[src/reset_park_pkg.sv]
package reset_park_pkg;

  // ************************************************************
  // widths and timing
  // ************************************************************
  localparam int unsigned TP_WIDTH        = 8;
  localparam int unsigned SYS_CLK_MHZ     = 200;
  localparam int unsigned STRAP_DELAY_NS  = 1500;
  // least time, so round up to whole cycles
  localparam int unsigned STRAP_DELAY_CYC =
    (STRAP_DELAY_NS * SYS_CLK_MHZ + 999) / 1000;
  localparam int unsigned STRAP_CNT_W     = $clog2(STRAP_DELAY_CYC + 1);

  // ************************************************************
  // pin levels and reset values
  // ************************************************************
  localparam logic [TP_WIDTH-1:0] TP_ALL_LOW = 8'h00;
  localparam logic [TP_WIDTH-1:0] TP_OE_OFF  = 8'hFF;
  localparam logic [TP_WIDTH-1:0] TP_OE_ON   = 8'h00;
  localparam logic [TP_WIDTH-1:0] TP_SYNC_RST = 8'h00;
  localparam logic                POR_SYNC_RST  = 1'b0;
  localparam logic                PARK_SYNC_RST = 1'b1;
  localparam logic                MFG_SYNC_RST  = 1'b0;
  localparam logic                TAR_SYNC_RST  = 1'b0;

  // ************************************************************
  // types
  // ************************************************************
  typedef enum logic [1:0] {
    ST_HELD   = 2'h0,
    ST_WAIT   = 2'h1,
    ST_SAMPLE = 2'h3,
    ST_RUN    = 2'h2
  } seq_state_t;

  typedef struct packed {
    logic                test_mode;
    logic [TP_WIDTH-1:0] select;
  } strap_t;

  typedef struct packed {
    logic request;
    logic start;
  } park_t;

  typedef struct packed {
    logic mfg_test_active;
    logic test_access_fault;
  } test_pin_status_t;

  localparam strap_t           STRAP_RST  = '{test_mode: 1'b0, select: 8'h00};
  localparam park_t            PARK_RST   = '{request: 1'b0, start: 1'b0};
  localparam test_pin_status_t TSTAT_RST  = '{mfg_test_active: 1'b0,
                                              test_access_fault: 1'b0};

endpackage

[src/pin_sync.sv]
`timescale 1ns/1ps

module pin_sync #(
  parameter int unsigned     WIDTH   = 1,
  parameter logic [WIDTH-1:0] RST_VAL = '0
) (
  input  wire logic             i_sys_clk,
  input  wire logic             i_rst_n,
  input  wire logic [WIDTH-1:0] i_async,
  output logic      [WIDTH-1:0] o_sync
);

  // first stage feeds only the second stage
  logic [WIDTH-1:0] meta_reg;
  logic [WIDTH-1:0] sync_reg;

  always_ff @(posedge i_sys_clk or negedge i_rst_n) begin
    if (!i_rst_n) begin
      meta_reg <= RST_VAL;
      sync_reg <= RST_VAL;
    end else begin
      meta_reg <= i_async;
      sync_reg <= meta_reg;
    end
  end

  assign o_sync = sync_reg;

endmodule

[src/reset_park_test_strap_ctrl.sv]
`timescale 1ns/1ps

// Notes on behaviour
// - rising power-on reset starts self-configuration
// - no output active while reset low
// - test points float while reset low
// - sample test points 1.5us after release
// - then drive test points as outputs
// - any high sample selects test mode
// - low fast-park input requests quick park
module reset_park_test_strap_ctrl #(
  parameter int unsigned TP_W = reset_park_pkg::TP_WIDTH
) (
  input  wire logic                       i_sys_clk,
  input  wire logic                       i_rst_n,
  input  wire logic                       i_power_on_reset_n,
  input  wire logic                       i_fast_park_request_n,
  input  wire logic                       i_manufacturing_test_enable,
  input  wire logic                       i_test_access_reset_n,
  input  wire logic [TP_W-1:0]            i_test_point_pins,
  input  wire logic [TP_W-1:0]            i_test_out_data,
  output logic                            o_config_start,
  output logic                            o_config_busy,
  output logic                            o_run,
  output reset_park_pkg::strap_t          o_strap,
  output reset_park_pkg::park_t           o_park,
  output reset_park_pkg::test_pin_status_t o_test_status,
  output logic [TP_W-1:0]                 o_test_point_pins,
  output logic [TP_W-1:0]                 o_test_point_oe_n
);

  // ************************************************************
  // pin synchronisers
  // ************************************************************
  logic            por_ok;
  logic            park_n_sync;
  logic            mfg_sync;
  logic            tar_n_sync;
  logic [TP_W-1:0] tp_sync;

  pin_sync #(
    .WIDTH   (1),
    .RST_VAL (reset_park_pkg::POR_SYNC_RST)
  ) u_por_sync (
    .i_sys_clk (i_sys_clk),
    .i_rst_n   (i_rst_n),
    .i_async   (i_power_on_reset_n),
    .o_sync    (por_ok)
  );

  pin_sync #(
    .WIDTH   (1),
    .RST_VAL (reset_park_pkg::PARK_SYNC_RST)
  ) u_park_sync (
    .i_sys_clk (i_sys_clk),
    .i_rst_n   (i_rst_n),
    .i_async   (i_fast_park_request_n),
    .o_sync    (park_n_sync)
  );

  pin_sync #(
    .WIDTH   (1),
    .RST_VAL (reset_park_pkg::MFG_SYNC_RST)
  ) u_mfg_sync (
    .i_sys_clk (i_sys_clk),
    .i_rst_n   (i_rst_n),
    .i_async   (i_manufacturing_test_enable),
    .o_sync    (mfg_sync)
  );

  pin_sync #(
    .WIDTH   (1),
    .RST_VAL (reset_park_pkg::TAR_SYNC_RST)
  ) u_tar_sync (
    .i_sys_clk (i_sys_clk),
    .i_rst_n   (i_rst_n),
    .i_async   (i_test_access_reset_n),
    .o_sync    (tar_n_sync)
  );

  pin_sync #(
    .WIDTH   (TP_W),
    .RST_VAL (reset_park_pkg::TP_SYNC_RST)
  ) u_tp_sync (
    .i_sys_clk (i_sys_clk),
    .i_rst_n   (i_rst_n),
    .i_async   (i_test_point_pins),
    .o_sync    (tp_sync)
  );

  // ************************************************************
  // sequence state
  // ************************************************************
  reset_park_pkg::seq_state_t                    state_reg;
  reset_park_pkg::seq_state_t                    state_next;
  logic [reset_park_pkg::STRAP_CNT_W-1:0]        cnt_reg;
  logic [reset_park_pkg::STRAP_CNT_W-1:0]        cnt_next;

  localparam logic [reset_park_pkg::STRAP_CNT_W-1:0] CNT_LAST =
    reset_park_pkg::STRAP_CNT_W'(reset_park_pkg::STRAP_DELAY_CYC - 1);
  localparam logic [reset_park_pkg::STRAP_CNT_W-1:0] CNT_ZERO =
    reset_park_pkg::STRAP_CNT_W'(0);
  localparam logic [reset_park_pkg::STRAP_CNT_W-1:0] CNT_ONE =
    reset_park_pkg::STRAP_CNT_W'(1);

  wire in_held   = (state_reg == reset_park_pkg::ST_HELD);
  wire in_wait   = (state_reg == reset_park_pkg::ST_WAIT);
  wire in_sample = (state_reg == reset_park_pkg::ST_SAMPLE);
  wire in_run    = (state_reg == reset_park_pkg::ST_RUN);
  wire cnt_done  = (cnt_reg == CNT_LAST);

  // a drop of the reset pin at any point restarts the whole sequence
  always_comb begin
    state_next = state_reg;
    case (state_reg)
      reset_park_pkg::ST_HELD: begin
        if (por_ok) begin
          state_next = reset_park_pkg::ST_WAIT;
        end
      end
      reset_park_pkg::ST_WAIT: begin
        if (!por_ok) begin
          state_next = reset_park_pkg::ST_HELD;
        end else if (cnt_done) begin
          state_next = reset_park_pkg::ST_SAMPLE;
        end
      end
      reset_park_pkg::ST_SAMPLE: begin
        if (!por_ok) begin
          state_next = reset_park_pkg::ST_HELD;
        end else begin
          state_next = reset_park_pkg::ST_RUN;
        end
      end
      reset_park_pkg::ST_RUN: begin
        if (!por_ok) begin
          state_next = reset_park_pkg::ST_HELD;
        end
      end
      default: begin
        state_next = reset_park_pkg::ST_HELD;
      end
    endcase
  end

  assign cnt_next = (in_wait && por_ok && !cnt_done) ? cnt_reg + CNT_ONE : CNT_ZERO;

  always_ff @(posedge i_sys_clk or negedge i_rst_n) begin
    if (!i_rst_n) begin
      state_reg <= reset_park_pkg::ST_HELD;
      cnt_reg   <= CNT_ZERO;
    end else begin
      state_reg <= state_next;
      cnt_reg   <= cnt_next;
    end
  end

  // ************************************************************
  // strap capture
  // ************************************************************
  reset_park_pkg::strap_t strap_reg;
  reset_park_pkg::strap_t strap_next;

  // captured once per release; cleared while reset is low
  always_comb begin
    strap_next = strap_reg;
    if (!por_ok) begin
      strap_next = reset_park_pkg::STRAP_RST;
    end else if (in_sample) begin
      strap_next.select    = tp_sync;
      strap_next.test_mode = (tp_sync != reset_park_pkg::TP_ALL_LOW);
    end
  end

  always_ff @(posedge i_sys_clk or negedge i_rst_n) begin
    if (!i_rst_n) begin
      strap_reg <= reset_park_pkg::STRAP_RST;
    end else begin
      strap_reg <= strap_next;
    end
  end

  // ************************************************************
  // test point drivers
  // ************************************************************
  logic [TP_W-1:0] tp_out_reg;
  logic [TP_W-1:0] tp_oe_n_reg;

  // pins stay released until the strap has been taken
  wire drive_tp = por_ok && (in_sample || in_run);

  always_ff @(posedge i_sys_clk or negedge i_rst_n) begin
    if (!i_rst_n) begin
      tp_out_reg  <= reset_park_pkg::TP_ALL_LOW;
      tp_oe_n_reg <= reset_park_pkg::TP_OE_OFF;
    end else begin
      tp_out_reg  <= drive_tp ? i_test_out_data : reset_park_pkg::TP_ALL_LOW;
      tp_oe_n_reg <= drive_tp ? reset_park_pkg::TP_OE_ON
                              : reset_park_pkg::TP_OE_OFF;
    end
  end

  // ************************************************************
  // fast park
  // ************************************************************
  reset_park_pkg::park_t park_reg;
  reset_park_pkg::park_t park_next;

  // park is only meaningful once configured; the partner keeps it rare
  always_comb begin
    park_next.request = por_ok && in_run && !park_n_sync;
    park_next.start   = park_next.request && !park_reg.request;
  end

  always_ff @(posedge i_sys_clk or negedge i_rst_n) begin
    if (!i_rst_n) begin
      park_reg <= reset_park_pkg::PARK_RST;
    end else begin
      park_reg <= park_next;
    end
  end

  // ************************************************************
  // configuration status and test pin checks
  // ************************************************************
  logic                             start_reg;
  logic                             busy_reg;
  logic                             run_reg;
  reset_park_pkg::test_pin_status_t tstat_reg;
  reset_park_pkg::test_pin_status_t tstat_next;

  wire start_next = in_held && por_ok;
  wire busy_next  = por_ok && (in_wait || in_sample || start_next);
  wire run_next   = por_ok && in_run;

  // flags only; startup is not blocked, the partner keeps these low
  assign tstat_next.mfg_test_active   = por_ok && mfg_sync;
  assign tstat_next.test_access_fault = por_ok && tar_n_sync;

  always_ff @(posedge i_sys_clk or negedge i_rst_n) begin
    if (!i_rst_n) begin
      start_reg <= 1'b0;
      busy_reg  <= 1'b0;
      run_reg   <= 1'b0;
      tstat_reg <= reset_park_pkg::TSTAT_RST;
    end else begin
      start_reg <= start_next;
      busy_reg  <= busy_next;
      run_reg   <= run_next;
      tstat_reg <= tstat_next;
    end
  end

  // ************************************************************
  // outputs
  // ************************************************************
  // the reset source must not release early; nothing here guards it
  assign o_config_start    = start_reg;
  assign o_config_busy     = busy_reg;
  assign o_run             = run_reg;
  assign o_strap           = strap_reg;
  assign o_park            = park_reg;
  assign o_test_status     = tstat_reg;
  assign o_test_point_pins = tp_out_reg;
  assign o_test_point_oe_n = tp_oe_n_reg;

endmodule

[config.mk]
export PLATFORM = sky130hd
export DESIGN_NAME = reset_park_test_strap_ctrl
export DESIGN_NICKNAME = d
export VERILOG_FILES = /design/src/reset_park_pkg.sv /design/src/pin_sync.sv /design/src/reset_park_test_strap_ctrl.sv
export SDC_FILE = /design/constraint.sdc
export NUM_CORES = 1
export LEC_CHECK = 0
export ABC_CLOCK_PERIOD_IN_PS = 2300
export BUFFER_PORTS_ARGS = -buffer_cell sky130_fd_sc_hd__buf_2
export CORE_ASPECT_RATIO = 1.75
export CORE_UTILIZATION = 55
export CTS_CLUSTER_DIAMETER = 60
export DETAILED_ROUTE_END_ITERATION = 8
export MAX_ROUTING_LAYER = met4
export PLACE_DENSITY = 0.83
export RECOVER_POWER = 25
export SETUP_SLACK_MARGIN = 0.15
export SLEW_MARGIN = 15
export SYNTH_ARGS = -nofsm -noshare
export SYNTH_HDL_FRONTEND = slang
export SYNTH_HIERARCHICAL = 1
export SYNTH_SLANG_ARGS = --single-unit
[constraint.sdc]
create_clock -name i_sys_clk -period 2.3 [get_ports i_sys_clk]
set_input_delay 0 -clock i_sys_clk [delete_from_list [all_inputs] [get_ports i_sys_clk]]
set_output_delay 0 -clock i_sys_clk [all_outputs]
set_load 0.02 [all_outputs]
==> results.cfg <==
[status]
outcome = completed

[pwr]
sw_frac_of_total_pct = 20.3
internal_power_mw = 1.69
p_leak_nw = 1.35
power_frac_seq_pct = 52.1
p_switching_uw = 428
power_density_nw_per_um2 = 777
pwr-share-comb_pct = 4.1
pwr-share-clk_pct = 43.8
irDropWorstVdd_uv = 679

[floorplanning]
core_um2 = 3590
ios = 54
fp-row-count = 29
start_util_pct = 57.2
die_w_um = 48.2
dieHeight_um = 82.8
dieArea_um2 = 3990

[worst_setup_path]
rrSetupSlack_ps = 730
end_kind = async pin
cp_max_fo = 32
cp-startpoint = i_rst_n
required_ps = 2730
arrival_ps = 2080
r2r_cells = 3
crit_type = primary input to async pin
crit_path_start_kind = primary input
r2r_end = cnt_reg[6]
r2r_start = u_por_sync/o_sync

[synthesis]
syn-cell-area_um2 = 2050
syn_avg_cell_area_um2 = 13.3
ys_ff_latch = 60
syn_nets = 177
seq_area_frac_synth_pct = 73.3
syn-instance-count = 154
synth_top_area_share_pct = 69.5
yosys_warnings = 6
yosysUniqueCellTypes = 27
yosys.area.top_type = dfrtp_1
yosys-top-cells-area = dfrtp_1 69%, dfstp_2 3.8%, nand2_1 3.7%

[route]
routedWlPerCell_um = 13.2
vias = 1431
drtIter0Drc = 32
firstDrtPassIters = 4
antenna_left = 0
wl_mm = 3.68
viasPerCell = 5.13
remaining_drc_errors = 0

[finish]
layout.nets = 251
design_area_um2 = 2720
final_common_cell = dfrtp_1
layout_common_cells = 57 x dfrtp_1, 52 x buf_2, 21 x dlygate4sd3_1, 20 x nand2_1, 11 x clkbuf_8
syn_to_final_growth_pct = 32.6
fin_util_pct = 75.8
drive_gt1_share_pct = 31.3
fin_cells = 279
num_antenna_cells = 0

[clock_tree]
clock_path_buffers = 2
post_cts_buffers = 0
cts-root-buf = clkbuf_8
cts_buffers = 9
htreeDepth = 3
clock_sinks = 60
path_clk_slew_ps = 60
worstSkewPairLatency_ps = 330
cts_tree = done

[hold_path]
hold_class = primary input to flip-flop
whs_path_depth = 2
min_to = u_park_sync/meta_reg
holdCritStartpoint = i_fast_park_request_n

[timing]
final_max_slew_viol_count = 0
report.final.hold_viol_count = 0
final.setup.tns_ps = 0
setup_violations = 0
fin_ws_ps = 648
layout_min_cycle_time_ps = 1650
slew-limit-headroom_pct = 6.64
timing.final.crit_share_pct = 71.8
finalClockSkew_ps = 4.42
max_freq_mhz = 605
rsz0062_at_grt = no
worst_pin_slew_ps = 1400

[placed_design]
detailed_place_hpwl_mm = 2.33
portBuffers = 53
placed_area_um2 = 2310
place_congestion = 0.840
dp_slack_ps = 789
place_inst = 242

[global_routing]
grt_max_degree = 33
antenna_found_initial = 0
first_global_vias = 1398
grt_remaining_overflow = 0
grt_util_all_layers_pct = 22.5
grt_pass1_wl_mm = 6.03

[job]
drv_cap = 0
## cells in the mapped netlist
master and count:
a31oi_1 1, nand3_1 3, nor3_1 1, nand4b_1 1, inv_1 3, clkbuf_1 4, nor2_1 6, dfstp_2 3
a21boi_0 9, or4b_4 1, nand2_1 20, nor4_1 3, dfrtp_1 57, ha_1 1, o31ai_1 1, or3_1 4
nor2b_1 1, nand4_1 2, o21ai_0 5, a21oi_1 4, buf_4 7, and2_1 4, xnor2_1 2, and3_1 8
o211ai_4 1, xor2_1 1, buf_2 1
## power by group through the flow
stage	clock (mW)	sequential, mW	combinational [mW]
after floorplan	0	1.12	0.0167
after global placement	0	1.12	0.0566
after detailed placement	0	1.12	0.0592
after CTS	0.951	1.10	0.0870
after global routing	0.995	1.10	0.0972
final	0.925	1.10	0.0872
## critical path, stage by stage
cell	delay [ps]
dlygate4sd3_1	520
clkbuf_1	1020
buf_4	530
## area by class of cell
| type | instances | area (um^2) |
|---|---|---|
| Clock buffer | 12 | 155 |
| Tap cell | 46 | 57.6 |
| Fill cell | 233 | 870 |
| Timing Repair Buffer | 75 | 482 |
| Clock inverter | 4 | 47.5 |
| Inverter | 3 | 11.3 |
| Multi-Input combinational cell | 79 | 464 |
| Sequential cell | 60 | 1510 |
## routing by layer
layer / up-vias / global-route usage (%) / share of wire [%]
li1: 660 / - / -
met1: 701 / 24.3 / 38
met2: 55 / 33.2 / 54
met3: 15 / 10.4 / 5.0
met4: 0 / 11.1 / 2.6
met5: - / - / 0
## through the flow
stage / hold slack [ps] / total power [mW]
after CTS: 202 / 2.14
after floorplan: -296 / 1.13
final: 310 / 2.11
after global placement: 18.9 / 1.17
after global routing: 298 / 2.20
after detailed placement: 32.9 / 1.18
## cells by family after synthesis
logic type	after synthesis	share of synthesized area, %
AO/OA/AOI/OAI	21	7.19
XOR/XNOR	3	1.28
adder cells (fa/ha/maj)	1	0.609
buffers and inverters	15	4.08
flip-flops	60	73.3
AND/OR/NAND/NOR	54	13.5
## worst max-delay path by stage
stage / slack (ps) / to
4_1_cts: 750 / cnt_reg[6]
2_1_floorplan: 880 / cnt_reg[2]
3_5_place_dp: 790 / cnt_reg[6]
3_3_place_gp: 850 / cnt_reg[2]
5_1_grt: 350 / u_park_sync/meta_reg
6_report: 650 / u_park_sync/o_sync
## what timing repair did
| item | 4_1_cts | 5_1_grt |
|---|---|---|
| hold buffers | 21 | 0 |
| hold endpoints to repair | 47 | 0 |
| gates resized for setup | 0 | 0 |
No activity file was read; power rests on OpenSTA's default activity.
